$ cat config.mk
export PLATFORM = sky130hd
export DESIGN_NAME = aovr_receiver
export DESIGN_NICKNAME = d
export VERILOG_FILES = /design/src/aovr_pkg.sv /design/src/aovr_receiver.sv
export SDC_FILE = /design/constraint.sdc
export NUM_CORES = 1
export LEC_CHECK = 0
export BUFFER_PORTS_ARGS = -buffer_cell sky130_fd_sc_hd__buf_2
export CORE_MARGIN = 4
export CORE_UTILIZATION = 60
export DETAILED_ROUTE_END_ITERATION = 6
export GPL_TIMING_DRIVEN = 0
export PLACE_DENSITY_LB_ADDON = 0.3
export SETUP_SLACK_MARGIN = 0.15
export SKIP_CTS_REPAIR_TIMING = 1
export SYNTH_ARGS = -nofsm -noshare
export SYNTH_HDL_FRONTEND = slang
export SYNTH_HIERARCHICAL = 1
export SYNTH_SLANG_ARGS = --single-unit
$ cat constraint.sdc
create_clock -name i_core_clk -period 5.54 [get_ports i_core_clk]
set_input_delay 1.108 -clock i_core_clk [delete_from_list [all_inputs] [get_ports i_core_clk]]
set_output_delay 1.108 -clock i_core_clk [all_outputs]
set_load 0.02 [all_outputs]
$ cat src/aovr_pkg.sv
// Purpose: Shared constants and types for the oversampling serial receiver
// Assumes: One core clock cycle is one oversampling clock cycle
// Notes:   Data bits are sent least significant bit first
`default_nettype none
package aovr_pkg;
	localparam int unsigned AOVR_DATA_W   = 8;
	localparam int unsigned AOVR_FIFO_D   = 16;
	// Clocking select value that selects asynchronous operation
	localparam logic        AOVR_ASYNC_SEL = 1'b0;
	// Oversampling cycles per bit and to mid-bit
	localparam logic [4:0]  AOVR_BIT16    = 5'h10;
	localparam logic [4:0]  AOVR_BIT8     = 5'h08;
	localparam logic [4:0]  AOVR_HALF16   = 5'h08;
	localparam logic [4:0]  AOVR_HALF8    = 5'h04;
	// Edge offsets from the expected edge, in oversampling cycles
	localparam logic [4:0]  AOVR_JITTER   = 5'h01;
	localparam logic [4:0]  AOVR_EARLY_HI = 5'h04;
	localparam logic [4:0]  AOVR_EARLY_LO = 5'h02;
	localparam logic [4:0]  AOVR_LATE_LO  = 5'h02;
	localparam logic [4:0]  AOVR_LATE_HI  = 5'h03;
	// Reset values
	localparam logic        AOVR_LINE_IDLE = 1'b1;
	localparam logic [4:0]  AOVR_CNT_RST  = 5'h00;

	typedef enum logic [1:0] {
		AOVR_IDLE  = 2'b00,
		AOVR_START = 2'b01,
		AOVR_BITS  = 2'b10
	} aovr_state_t;

	typedef struct packed {
		logic [AOVR_DATA_W-1:0] data;
		logic                   parity_err;
		logic                   frame_err;
	} aovr_char_t;
endpackage
`default_nettype wire

$ cat src/aovr_receiver.sv
// Purpose: Oversampling asynchronous receiver with character FIFO
// Assumes: Mode inputs are static while a character is being received
// Notes:   A character that finds the FIFO full is dropped, o_overrun pulses
`timescale 1ns/1ps
`default_nettype none

////////////////////////////////////////////////////////////////////////////
module aovr_fifo #(
	parameter int unsigned WIDTH = 10,
	parameter int unsigned DEPTH = 16
) (
	input  wire logic             i_clk,
	input  wire logic             i_rst_n,
	input  wire logic             i_in_valid,
	input  wire logic [WIDTH-1:0] i_in_data,
	output logic                  o_in_ready,
	output logic                  o_out_valid,
	output logic [WIDTH-1:0]      o_out_data,
	input  wire logic             i_out_ready
);
	localparam int unsigned AW = $clog2(DEPTH);
	logic [WIDTH-1:0] mem [DEPTH];
	logic [AW-1:0]    wr_ptr, rd_ptr, next_wr_ptr, next_rd_ptr;
	logic [AW:0]      count, next_count;
	logic             next_out_valid;
	logic [WIDTH-1:0] next_out_data;
	logic             push, pop;

	always_comb begin
		o_in_ready     = (count != (AW+1)'(DEPTH));
		push           = i_in_valid && o_in_ready;
		pop            = (count != '0) && (!o_out_valid || i_out_ready);
		next_wr_ptr    = push ? wr_ptr + 1'b1 : wr_ptr;
		next_rd_ptr    = pop ? rd_ptr + 1'b1 : rd_ptr;
		next_count     = count + (AW+1)'(push) - (AW+1)'(pop);
		next_out_valid = pop ? 1'b1 : (o_out_valid && !i_out_ready);
		next_out_data  = pop ? mem[rd_ptr] : o_out_data;
	end

	// Output held in a register so the top sees a flip-flop
	always_ff @(posedge i_clk or negedge i_rst_n) begin
		if (!i_rst_n) begin
			wr_ptr      <= '0;
			rd_ptr      <= '0;
			count       <= '0;
			o_out_valid <= 1'b0;
			o_out_data  <= '0;
		end else begin
			wr_ptr      <= next_wr_ptr;
			rd_ptr      <= next_rd_ptr;
			count       <= next_count;
			o_out_valid <= next_out_valid;
			o_out_data  <= next_out_data;
		end
	end

	always_ff @(posedge i_clk) begin
		if (push) begin
			mem[wr_ptr] <= i_in_data;
		end
	end
endmodule

////////////////////////////////////////////////////////////////////////////
// Overview of operation
// - Clocking select 0 makes the receiver oversample the serial input.
// - Sample rate select picks 16x or 8x oversampling of the baud rate.
// - Start bit recognised after input stays low for half a bit period.
// - After start, data bits, then parity if enabled, then stop are sampled in turn.
// - In 16x mode start on eighth low sample; bits last 16 cycles.
// - In 8x mode start on fourth low sample; bits last 8 cycles.
// - Drift compensation works only in 16x mode; 8x never adjusts.
// - Drift compensation stays off unless its enable bit is set.
// - Edge within one cycle of expected place is jitter; no change.
// - Edge 4 to 2 cycles early shortens current bit by one cycle.
// - Edge 2 to 3 cycles late lengthens current bit by one cycle.
module aovr_receiver import aovr_pkg::*; (
	input  wire logic  i_core_clk,
	input  wire logic  i_rst_n,
	input  wire logic  i_rxd,
	input  wire logic  i_clk_select,
	input  wire logic  i_rate_select,
	input  wire logic  i_drift_en,
	input  wire logic  i_parity_en,
	input  wire logic  i_parity_odd,
	output aovr_char_t o_char,
	output logic       o_char_valid,
	input  wire logic  i_char_ready,
	output logic       o_overrun
);
	logic        rst_ff1, rst_ff2, rst_n;
	logic        rx_ff1, rx_ff2, rx_ff3, rx_level, rx_prev, next_rx_level;
	aovr_state_t state, next_state;
	logic [4:0]  cnt, next_cnt, period_end, next_period_end;
	logic [3:0]  bit_idx, next_bit_idx;
	logic [AOVR_DATA_W-1:0] shreg, next_shreg;
	logic        par_acc, next_par_acc, par_err, next_par_err;
	logic        push, next_push, next_overrun;
	aovr_char_t  push_char, next_push_char;
	logic        fifo_ready;
	logic [4:0]  blen, half;
	logic        edge_seen, sample, drift_on, stop_bit;

	function automatic logic [4:0] bit_len(input logic rate8);
		return rate8 ? AOVR_BIT8 : AOVR_BIT16;
	endfunction

	function automatic logic [4:0] half_len(input logic rate8);
		return rate8 ? AOVR_HALF8 : AOVR_HALF16;
	endfunction

	////////////////////////////////////////////////////////////////////////
	// Reset release and pin synchroniser
	always_ff @(posedge i_core_clk or negedge i_rst_n) begin
		if (!i_rst_n) begin
			rst_ff1 <= 1'b0;
			rst_ff2 <= 1'b0;
		end else begin
			rst_ff1 <= 1'b1;
			rst_ff2 <= rst_ff1;
		end
	end
	assign rst_n = rst_ff2;

	// Level moves only when the last two stages agree, filtering glitches
	always_comb begin
		next_rx_level = (rx_ff2 == rx_ff3) ? rx_ff3 : rx_level;
	end

	always_ff @(posedge i_core_clk or negedge rst_n) begin
		if (!rst_n) begin
			rx_ff1   <= AOVR_LINE_IDLE;
			rx_ff2   <= AOVR_LINE_IDLE;
			rx_ff3   <= AOVR_LINE_IDLE;
			rx_level <= AOVR_LINE_IDLE;
			rx_prev  <= AOVR_LINE_IDLE;
		end else begin
			rx_ff1   <= i_rxd;
			rx_ff2   <= rx_ff1;
			rx_ff3   <= rx_ff2;
			rx_level <= next_rx_level;
			rx_prev  <= rx_level;
		end
	end

	////////////////////////////////////////////////////////////////////////
	// Receive state machine
	always_comb begin
		blen            = bit_len(i_rate_select);
		half            = half_len(i_rate_select);
		edge_seen       = (rx_level != rx_prev);
		drift_on        = !i_rate_select && i_drift_en;
		sample          = (state == AOVR_BITS) && (cnt == period_end);
		stop_bit        = (bit_idx == 4'(AOVR_DATA_W) + 4'(i_parity_en));
		next_state      = state;
		next_cnt        = cnt;
		next_period_end = period_end;
		next_bit_idx    = bit_idx;
		next_shreg      = shreg;
		next_par_acc    = par_acc;
		next_par_err    = par_err;
		next_push       = 1'b0;
		next_push_char  = push_char;
		next_overrun    = push && !fifo_ready;
		unique case (state)
			AOVR_IDLE: begin
				if (i_clk_select == AOVR_ASYNC_SEL && !rx_level) begin
					next_state = AOVR_START;
					next_cnt   = 5'h01;
				end
			end
			AOVR_START: begin
				if (rx_level) begin
					next_state = AOVR_IDLE;
				end else if (cnt + 5'h01 == half) begin
					next_state      = AOVR_BITS;
					next_cnt        = AOVR_CNT_RST;
					next_period_end = blen - 5'h01;
					next_bit_idx    = '0;
					next_par_acc    = i_parity_odd;
					next_par_err    = 1'b0;
				end else begin
					next_cnt = cnt + 5'h01;
				end
			end
			AOVR_BITS: begin
				next_cnt = cnt + 5'h01;
				// Only one correction per bit; edges near mid are jitter
				if (edge_seen && drift_on && period_end == blen - 5'h01) begin
					if (cnt >= half - AOVR_EARLY_HI &&
					    cnt <= half - AOVR_EARLY_LO) begin
						next_period_end = blen - 5'h02;
					end else if (cnt >= half + AOVR_LATE_LO &&
					             cnt <= half + AOVR_LATE_HI) begin
						next_period_end = blen;
					end
				end
				if (sample) begin
					next_cnt        = AOVR_CNT_RST;
					next_period_end = blen - 5'h01;
					next_bit_idx    = bit_idx + 4'h1;
					if (bit_idx < 4'(AOVR_DATA_W)) begin
						next_shreg   = {rx_level, shreg[AOVR_DATA_W-1:1]};
						next_par_acc = par_acc ^ rx_level;
					end else if (!stop_bit) begin
						next_par_err = par_acc ^ rx_level;
					end else begin
						next_state = AOVR_IDLE;
						next_push  = 1'b1;
						next_push_char.data       = shreg;
						next_push_char.parity_err = par_err;
						next_push_char.frame_err  = !rx_level;
					end
				end
			end
			default: begin
				next_state = AOVR_IDLE;
			end
		endcase
	end

	always_ff @(posedge i_core_clk or negedge rst_n) begin
		if (!rst_n) begin
			state      <= AOVR_IDLE;
			cnt        <= AOVR_CNT_RST;
			period_end <= AOVR_BIT16 - 5'h01;
			bit_idx    <= '0;
			shreg      <= '0;
			par_acc    <= 1'b0;
			par_err    <= 1'b0;
			push       <= 1'b0;
			push_char  <= '0;
			o_overrun  <= 1'b0;
		end else begin
			state      <= next_state;
			cnt        <= next_cnt;
			period_end <= next_period_end;
			bit_idx    <= next_bit_idx;
			shreg      <= next_shreg;
			par_acc    <= next_par_acc;
			par_err    <= next_par_err;
			push       <= next_push;
			push_char  <= next_push_char;
			o_overrun  <= next_overrun;
		end
	end

	// A serial line cannot be paused, so a full FIFO costs the character
	aovr_fifo #(
		.WIDTH ($bits(aovr_char_t)),
		.DEPTH (AOVR_FIFO_D)
	) u_fifo (
		.i_clk       (i_core_clk),
		.i_rst_n     (rst_n),
		.i_in_valid  (push),
		.i_in_data   (push_char),
		.o_in_ready  (fifo_ready),
		.o_out_valid (o_char_valid),
		.o_out_data  (o_char),
		.i_out_ready (i_char_ready)
	);

	////////////////////////////////////////////////////////////////////////
	// Checks
	logic [4:0] low_run;
	always_ff @(posedge i_core_clk or negedge rst_n) begin
		if (!rst_n) begin
			low_run <= AOVR_CNT_RST;
		end else begin
			low_run <= rx_level ? 5'h00 : ((low_run == 5'h1f) ? low_run
			           : low_run + 5'h01);
		end
	end

	a_start_half: assert property (@(posedge i_core_clk) disable iff (!rst_n)
		(state == AOVR_START && next_state == AOVR_BITS)
		|-> (low_run + 5'h01 == half))
		else $error("start accepted without half a bit of low");
	a_start_16: assert property (@(posedge i_core_clk) disable iff (!rst_n)
		(state == AOVR_IDLE && !rx_level && !i_rate_select && !i_clk_select)
		##1 (!rx_level && state == AOVR_START) [*7] |=> state == AOVR_BITS)
		else $error("16x start not on eighth low sample");
	a_start_8: assert property (@(posedge i_core_clk) disable iff (!rst_n)
		(state == AOVR_IDLE && !rx_level && i_rate_select && !i_clk_select)
		##1 (!rx_level && state == AOVR_START) [*3] |=> state == AOVR_BITS)
		else $error("8x start not on fourth low sample");
	a_sync_idle: assert property (@(posedge i_core_clk) disable iff (!rst_n)
		(state == AOVR_IDLE && i_clk_select != AOVR_ASYNC_SEL)
		|=> state == AOVR_IDLE)
		else $error("receiver left idle in synchronous mode");
	a_bit_16: assert property (@(posedge i_core_clk) disable iff (!rst_n)
		(sample && next_state == AOVR_BITS && !i_rate_select && !i_drift_en)
		|-> ##16 sample)
		else $error("16x bit did not last 16 cycles");
	a_bit_8: assert property (@(posedge i_core_clk) disable iff (!rst_n)
		(sample && next_state == AOVR_BITS && i_rate_select)
		|=> !sample [*7] ##1 sample)
		else $error("8x bit did not last 8 cycles");
	a_no_drift8: assert property (@(posedge i_core_clk) disable iff (!rst_n)
		(state == AOVR_BITS && i_rate_select) |-> period_end == AOVR_BIT8 - 5'h01)
		else $error("bit period adjusted in 8x mode");
	a_drift_off: assert property (@(posedge i_core_clk) disable iff (!rst_n)
		(state == AOVR_BITS && !i_drift_en) |-> period_end == blen - 5'h01)
		else $error("bit period adjusted with drift disabled");
	a_jitter: assert property (@(posedge i_core_clk) disable iff (!rst_n)
		(state == AOVR_BITS && edge_seen && !sample && cnt >= half - AOVR_JITTER
		 && cnt <= half + AOVR_JITTER && period_end == blen - 5'h01)
		|=> period_end == blen - 5'h01)
		else $error("jitter edge changed the bit period");
	a_shorten: assert property (@(posedge i_core_clk) disable iff (!rst_n)
		(state == AOVR_BITS && edge_seen && drift_on && !sample
		 && period_end == AOVR_BIT16 - 5'h01
		 && cnt >= AOVR_HALF16 - AOVR_EARLY_HI && cnt <= AOVR_HALF16 - AOVR_EARLY_LO)
		|=> period_end == AOVR_BIT16 - 5'h02)
		else $error("early edge did not shorten the bit");
	a_lengthen: assert property (@(posedge i_core_clk) disable iff (!rst_n)
		(state == AOVR_BITS && edge_seen && drift_on && !sample
		 && period_end == AOVR_BIT16 - 5'h01
		 && cnt >= AOVR_HALF16 + AOVR_LATE_LO && cnt <= AOVR_HALF16 + AOVR_LATE_HI)
		|=> period_end == AOVR_BIT16)
		else $error("late edge did not lengthen the bit");
	a_stop_last: assert property (@(posedge i_core_clk) disable iff (!rst_n)
		push |-> $past(sample) && $past(stop_bit) && state == AOVR_IDLE)
		else $error("character pushed before its stop bit");
endmodule
`default_nettype wire

Word level (Yosys, flattened, before mapping)
Memories as Yosys holds them, arrays and structs flattened. A register that Yosys moved wholly into a read port is not among the register bits.
Index checks and enable logic that the tools add are counted.
W data, S select, Z words.

cells by class
  $add $sub $neg = 13
  muxes and demuxes = 43
  equal/unequal tests = 20
  magnitude comparators = 5
  bitwise logic cells = 3
  reduce and logical (&&, ||, !) cells = 30

operators by type and width
  cell                   number
  $mux W5                11
  $mux W1                16
  $mux W4                4
  $pmux W5 S3            1
  $reduce_and A5 Y1      3
  $ne A2 B2 Y1 const B   7
  $add A4 B1 Y4 const B  3
  $mux W2                6
  $logic_and A1 B1 Y1    11
  $add A4 B2 Y5 const B  2
  $eq A5 B5 Y1           2
  $ge A5 B5 Y1           2
  $le A5 B5 Y1           2
  $pmux W5 S2            1
  $pmux W4 S2            1
  $reduce_and A4 Y1      2
  $logic_not A1 Y1       6
  $pmux W2 S3            1
  $reduce_and A3 Y1      2
  $reduce_and A6 Y1      1
  $add A5 B1 Y5          1
  $add A5 B1 Y5 const B  1
  $eq A5 B4 Y1           1
  $ne A5 B5 Y1 const B   1
  other kinds (24)       26

word-level totals
  output and inout bits = 12
  flip-flop bits (word level) = 59
  memories kept = 1
  logic and storage cells = 138
  memory bits (writable) = 160
  input port bits = 9

memories
  name        words  width  rd ports  clocked after memory_dff  wr ports  line                 source
  u_fifo.mem  16     10     1         1                         1         aovr_receiver.sv:22  logic [WIDTH-1:0] mem [DEPTH];

Longest topological paths before layout
Gate-level depths: netlist of the first run.

  word-level depth = 9
  mapped depth = 14
  mapped depth without buffers = 14

Modules after synthesis
The synthesis of the first run kept the hierarchy.

modules (own cells, without submodules)
  module         times used  seq. area each (um^2)  area each (um^2)  cells an instance
  aovr_fifo      1           5,405.2                7,254.5           360
  aovr_receiver  1           1,111.1                2,348.5           232

Least setup slack after synthesis of the first run
No wires, ideal clock.

  path kind = input port to flip-flop
  start point = in i_rate_select
  end point = reg period_end[4]
  path buffers = 0
  arrival = 2,816 ps
  setup time = 121 ps
  stages = 8
  slack = 2,603 ps
  required time = 5,419 ps
  cells stage by stage = inv_1 ha_1 a311o_1 or3_1 a21oi_1 nand2b_1 nand2_1 a22o_1

between the ends
  word-level cells in the longest chain between the ends = 8
  elaborated cells between the ends (all ways) = 31
  those cells by class = add/sub (6); order compare (4); eq/ne (5); mux (9); reduce/logical (7)

ends and longest elaborated chain
  item                                                   line                                        source
  start: declaration                                     aovr_receiver.sv:82                         input wire logic i_rate_select,
  $mux W4                                                aovr_receiver.sv:109                        return rate8 ? AOVR_HALF8 : AOVR_HALF16;
  $sub A4 B3 Y5 / $sub A4 B2 Y5 (equally long branches)  aovr_receiver.sv:190, aovr_receiver.sv:191
  $ge A5 B5 Y1 / $le A5 B5 Y1 (equally long branches)    aovr_receiver.sv:190, aovr_receiver.sv:191
  $logic_and A1 B1 Y1                                    aovr_receiver.sv:190                        if (cnt >= half - AOVR_EARLY_HI &&
  $mux W5                                                aovr_receiver.sv:190
  $mux W5                                                aovr_receiver.sv:189                        if (edge_seen && drift_on && period_end == blen - 5'h01) begin
  $mux W5                                                aovr_receiver.sv:198                        if (sample) begin
  $pmux W5 S2                                            aovr_receiver.sv:165                        unique case (state)
  end signal: assignment                                 aovr_receiver.sv:226                        period_end <= AOVR_BIT16 - 5'h01;
  end signal: assignment                                 aovr_receiver.sv:237                        period_end <= next_period_end;
  end: declaration                                       aovr_receiver.sv:94                         logic [4:0] cnt, next_cnt, period_end, next_period_end;

Parallel ways exist; a longest one is shown, timed or not. The select of a mux whose other input is x is not followed.
A chain may end at the register's enable or synchronous reset.

Final worst setup path of the first run
  start point = reg u_fifo.count[2]
  end point = reg u_fifo.count[4]

between the ends
  elaborated cells between the ends (all ways) = 6
  those cells by class = add/sub (2); eq/ne (1); reduce/logical (3)

RTL lines
  item                      line                 source
  start: declaration        aovr_receiver.sv:24  logic [AW:0] count, next_count;
  start signal: assignment  aovr_receiver.sv:51  count <= next_count;
  $reduce_bool A5 Y1        aovr_receiver.sv:32  pop = (count != '0) && (!o_out_valid || i_out_ready);
  $logic_and A1 B1 Y1       aovr_receiver.sv:32
  net u_fifo.pop            aovr_receiver.sv:27  logic push, pop;
  $sub A5 B1 Y5             aovr_receiver.sv:35  next_count = count + (AW+1)'(push) - (AW+1)'(pop);
  net u_fifo.next_count[4]  aovr_receiver.sv:24

The timed path passes the listed nets, and every way through them passes these cells.

==> results of run 1 <==
==> power by group through the flow <==
| stage | clock, uW | sequential (uW) | combinational, uW |
|---|---|---|---|
| after detailed placement | 0 | 2010 | 991 |
| after global routing | 1630 | 1990 | 1100 |
| final | 1530 | 1980 | 998 |
| after floorplan | 0 | 2010 | 741 |
| after global placement | 0 | 2000 | 966 |
| after CTS | 1550 | 1980 | 1000 |
==> flip-flops by register name, indices dropped and copies added, names as in the netlist <==
name                count
u_fifo/o_out_valid      1
cnt                     5
par_acc                 1
o_overrun               1
rst_ff2                 1
rst_ff1                 1
rx_ff3                  1
u_fifo/wr_ptr           4
shreg                   8
rx_ff2                  1
state                   2
par_err                 1
u_fifo/rd_ptr           4
u_fifo/mem            160
rx_level                1
u_fifo/count            5
push_char              10
push                    1
rx_ff1                  1
rx_prev                 1
u_fifo/o_out_data      10
bit_idx                 4
period_end              4
==> kinds of logic after synthesis <==
group | share of synthesized area [%]
flip-flops | 67.86
AND/OR/NAND/NOR | 6.072
AO/OA/AOI/OAI | 6.384
multiplexers | 12.05
buffers and inverters | 2.697
adder cells (fa/ha/maj) | 3.440
XOR/XNOR | 1.459
other | 0.03905
==> Yosys cell counts, drive strengths merged, types with 4 or more instances <==
master	n	area share, %
o211ai	7	0.55
dfstp	8	2.2
nand3	9	0.47
or3	6	0.39
a21boi	4	0.31
nor4	6	0.39
o22ai	9	0.59
a211oi	9	0.70
mux2i	11	1.1
clkbuf	19	0.74
mux4	41	9.6
nor2	11	0.43
ha	24	3.1
edfxtp	160	50
xor2	4	0.36
and2	10	0.65
buf	11	0.86
xnor2	12	1.1
nand2	44	1.7
inv	26	1.0
o21ai	16	0.83
dfrtp	60	16
mux2	11	1.3
nand2b	6	0.39
a21o	12	0.95
a21oi	10	0.52
==> how the worst max path moves through the flow <==
stage / endpoint / slack (ns) / cells past startpoint
after floorplan: period_end[4] / 2.60 / 8
after global placement: period_end[4] / 2.29 / 9
after detailed placement: period_end[4] / 2.21 / 9
after CTS: u_fifo/count[4] / 2.65 / 14
after global routing: u_fifo/count[4] / 2.30 / 14
final: u_fifo/count[4] / 2.65 / 14
==> cells in the final DEF (no fill, tap or decap), types with 6 or more instances in the layout <==
cell         n
nor2_1      11
clkbuf_16   24
mux2i_1     11
nand2_1     44
o22ai_1      9
buf_4        6
a21oi_1     10
or3_1        6
a21o_1      11
nand2b_1     6
dfstp_2      8
a211oi_1     9
and2_1      10
mux2_2      11
ha_1        24
clkbuf_1    28
mux4_2      41
inv_1       24
xnor2_1     12
o211ai_1     7
dfrtp_1     59
buf_2       23
o21ai_0     16
edfxtp_1   160
nand3_1      9
==> metrics by stage <==
step	utilization (%)	instance area [um2]	hold WS (ns)	setup WS (ns)	total power [uW]
CTS	69.85	10780	0.3524	2.646	4536
global route	69.85	10780	0.3554	2.304	4717
detailed placement	64.99	10030	0.3397	2.208	3005
floorplan	-	9603	0.3312	2.603	2756
global placement	64.61	9967	0.3401	2.286	2970
finish	69.85	10780	0.3498	2.655	4505
==> routing by layer <==
metal  wire (um)  up-vias  global-route usage, %
met1        8127     2794                  31.30
met3        1174       30                  4.061
met4         380        0                  5.995
met5           0        -                      0
met2        9326      167                  35.89
li1            -     2367                      -
==> cell type report <==
class	count	area, um2	area share (%)
timing repair buffer	24	130.1	1.207
sequential	228	6520	60.50
multi-input combinational	306	2853	26.47
tap	211	264.0	2.450
buffer	30	153.9	1.428
clock buffer	36	675.6	6.270
inverter	28	105.1	0.9753
clock inverter	5	75.07	0.6966
==> flow_summary.yaml, run 1 <==
setup_path:
  crit_top_cell: "inv_1"
  cpPeakStageDelay_ns: 0.39
  critPathLaunch: "u_fifo/count[2]"
  worstPathRequired_ns: 5.96
  critPathSlowestCell: "fa_1"
  rr_startpoint: "u_fifo/count[2]"
  r2r_slack_ns: 2.65
  cp_num_buf_inv: 5
  path_cells: "inv_1, ha_1, nor4b_1, nand2b_1, inv_2, ha_1, inv_1, ha_1, inv_1, fa_1, inv_1, a21oi_1, o21bai_1, xnor2_1"
  endpoint_kind: "register"
  cp_max_fo: 4
  setup.worst_path.start_class: "register"
  worstPathArrival_ns: 3.30
  critPathKind: "reg2reg"
  regToRegEndpoint: "u_fifo/count[4]"
  worst-r2r-cell-count: 14
  critPathTopFamily: "adder cells"
synth:
  ys.flop_type: "edfxtp_1"
  yosys_warnings: 6
  yosysSeqAreaShare_pct: 67.86
  syn_area_per_cell_um2: 16.22
  synth-edff-count: 160
  synth_fp_nets: 626
  synthCells: 592
  async_flop_share_pct: 29.82
  netlist_area_um2: 9603
  synth-seq-cells: 228
  synth_cell_types: 63
placement:
  gp_congestion: 0.8837
  dp_cells: 827
  io_buffer_count: 20
  dp_hpwl_um: 12180
drt:
  vias: 5358
  viasPerCell: 6.173
  antenna_left: 0
  totalWireLength_um: 19010
  post_drt_wl_per_cell_um: 21.90
  drt-pass1-iter-count: 6
  drcViolationCount: 0
  dr.first_iter.drc_count: 443
clock_network:
  clock-sinks: 228
  cts-buffers-inserted: 23
  clkLatencyLatePin_ns: 0.50
  clockRootBuffer: "clkbuf_16"
  cts_buffer_depth: 3
  h-tree-depth: 1
  cts_tree: "done"
  clkSlewWorstSetupHoldPaths_ns: 0.05
die:
  die_area_um2: 18090
  initial_core_util_pct: 62.25
  core_um2: 15430
  std_cell_rows: 45
  dieWidth_um: 134.5
  io-pin-count: 21
  die_h_um: 134.5
power_and_ir_drop:
  power.leakage_uw: 0.003826
  clkPwrFrac_pct: 33.9
  p_int_uw: 3259
  netSwitchingFraction_pct: 27.66
  powerDensity_nw_per_um2: 418.0
  comb_power_share_pct: 22.2
  p_sw_uw: 1246
  ir_drop_v: 0.0002580
  power.share.sequential_pct: 43.9
hold_path:
  hold_depth: 0
  worstHoldPathType: "reg2reg"
  hp-start: "rst_ff1"
  min_to: "rst_ff2"
finish:
  fill_cells: 1023
  fin_cells: 868
  area_growth_pct: 12.22
  drive_gt1_share_pct: 21.16
  nets: 675
  diodes: 0
timing:
  min_period_ns: 2.885
  grt_setup_unrepaired: "no"
  maxSlewHeadroom_pct: 28.51
  fmax_mhz: 346.6
  tns_ns: 0
  fin_worst_skew_ns: 0.009844
  slew_violations: 0
  fin_crit_sh_pct: 52.08
  finalHoldViolCount: 0
  worstMarginPinSlew_ns: 1.068
  setup_viol: 0
global_routing:
  grt_pass1_wl_um: 30660
  grt_max_degree: 67
  gr-total-overflow: 0
  grt_pass1_vias: 5475
  grt_use_total_pct: 22.04
  grt_antenna_before_repair: 0
outcome:
  outcome: "completed"
run:
  cap_violations: 0
Power figures use the tool's default switching activity.
==> run 2: changes to the inputs <==
==> constraint.sdc (replaced) <==
create_clock -name i_core_clk -period 3 [get_ports i_core_clk]
set_input_delay 0.6 -clock i_core_clk [delete_from_list [all_inputs] [get_ports i_core_clk]]
set_output_delay 0.6 -clock i_core_clk [all_outputs]
set_load 0.02 [all_outputs]
==> run 2 against run 1 <==
  * Worst setup slack worse by 2.3 ns
  * Count of clock-buffer cells in the layout unchanged
  * Flip-flop and latch count unchanged
  * Fmax up 7.7%
  * Sequential power up 85%
  * Sequential share of layout area down 0.19 points
  * Utilization up 0.22 points
  * Critical path type unchanged
==> flow_summary.yaml, run 2 (synthesis results as in run 1) <==
timing:
  fin_crit_sh_pct: 89.31
  fin_worst_skew_ns: 0.008802
  fmax_mhz: 373.2
  min_period_ns: 2.679
  maxSlewHeadroom_pct: 30.56
  grt_setup_unrepaired: "yes"
  setup_viol: 0
  slew_violations: 0
  finalHoldViolCount: 0
  fin_hold_ws_ns: 0.1964
  setup_ws_ns: 0.3208
  tns_ns: 0
  worstMarginPinSlew_ns: 1.038
global_routing:
  grt_use_total_pct: 22.04
  grt_max_degree: 67
  grt_pass1_wl_um: 30660
  grt_antenna_before_repair: 0
  grt_pass1_vias: 5475
  gr-total-overflow: 0
clock_network:
  clockRootBuffer: "clkbuf_16"
  cts-buffers-inserted: 23
  clkSlewWorstSetupHoldPaths_ns: 0.06
  h-tree-depth: 1
  cts_buffer_depth: 3
  clock-sinks: 228
  cts_tree: "done"
  clkLatencyLatePin_ns: 0.50
setup_path:
  cp_num_buf_inv: 5
  setup.worst_path.start_class: "register"
  crit_top_cell: "inv_1"
  endpoint_kind: "register"
  cp_max_fo: 4
  critPathTopFamily: "adder cells"
  path_cells: "inv_1, ha_1, nor4b_4, nand2b_4, inv_2, ha_1, inv_1, ha_1, inv_1, fa_1, inv_1, a21oi_1, o21bai_1, xnor2_1"
  worstPathRequired_ns: 3.42
  critPathSlowestCell: "fa_1"
  critPathKind: "reg2reg"
  worstPathArrival_ns: 3.09
  cpPeakStageDelay_ns: 0.40
die:
  core_um2: 15430
  dieWidth_um: 134.5
  io-pin-count: 21
  initial_core_util_pct: 62.25
  std_cell_rows: 45
  die_area_um2: 18090
  die_h_um: 134.5
finish:
  diodes: 0
  fill_cells: 1021
  seq_area_um2: 6520
  drive_gt1_share_pct: 21.58
  area_growth_pct: 12.57
  fin_cells: 869
  regMostFlops: "u_fifo/mem"
  final_core_util_pct: 70.07
  largest_reg_flops: 160
  layout_commonest_cell: "edfxtp_1"
  nets: 676
  final_cell_mix: "160 x edfxtp_1, 59 x dfrtp_1, 44 x nand2_1"
  reg.largest.list: "u_fifo/mem (160), push_char (10), u_fifo/o_out_data (10)"
  multi_input_area_um2: 2875
drt:
  post_drt_wl_per_cell_um: 21.99
  drcViolationCount: 0
  drt-pass1-iter-count: 5
  dr.first_iter.drc_count: 453
  viasPerCell: 6.146
  antenna_left: 0
  totalWireLength_um: 19110
  vias: 5341
placement:
  dp_hpwl_um: 12180
  io_buffer_count: 20
  dp_cells: 827
  gp_congestion: 0.8837
  preCtsSetupSlack_ns: 0.1236
hold_path:
  worstHoldPathType: "in2reg"
power_and_ir_drop:
  powerDensity_nw_per_um2: 771.9
  power.leakage_uw: 0.003840
  ir_drop_v: 0.0004809
run:
  cap_violations: 0
outcome:
  outcome: "completed"
run 2: through the flow:
stage	power (uW)	area, um2
finish	8344	10810
CTS	8377	10780
detailed placement	5548	10030
global placement	5485	9967
global route	8737	10810
floorplan	5089	9603
run 2: worst register-to-register path, stage by stage (launching register included):
cell      delay, ns
dfrtp_1        0.38
inv_1          0.10
ha_1           0.19
nor4b_4        0.25
nand2b_4       0.22
inv_2          0.08
ha_1           0.27
inv_1          0.05
ha_1           0.17
inv_1          0.06
fa_1           0.40
inv_1          0.07
a21oi_1        0.06
o21bai_1       0.18
xnor2_1        0.13
run 2: power by group:
group          switching (uW)  internal [uW]  total, uW
logic                    1050            809       1860
registers                 162           3510       3670
clock network            1100           1710       2820
total                    2320           6030       8340
run 2: worst paths after layout:
kind | start | slack, ns | endpoint | cells after the start
worst max register to register | u_fifo/count[2] | 0.32 | u_fifo/count[4] | 14
worst min-delay path | i_rxd | 0.20 | rx_ff1 | 1
max in group asynchronous | rst_ff2 | 2.01 | u_fifo/o_out_data[9] | 0
min in group asynchronous | i_rst_n | 0.42 | rst_ff1 | 2
worst max-delay path | u_fifo/count[2] | 0.32 | u_fifo/count[4] | 14
worst min register to register | rst_ff1 | 0.35 | rst_ff2 | 0
run 2: cell type report:
class / count / area share, %
sequential: 228 / 60.31
multi-input combinational: 306 / 26.60
clock buffer: 36 / 6.250
tap: 211 / 2.442
buffer: 30 / 1.435
timing repair buffer: 25 / 1.296
inverter: 28 / 0.9722
clock inverter: 5 / 0.6944
run 2: metal layers:
layer	routed length [um]	vias to the layer above	GRT usage [%]
met1	8092	2761	31.30
met4	362	0	5.995
met3	1181	31	4.061
li1	-	2371	-
met2	9476	178	35.89
met5	0	-	0
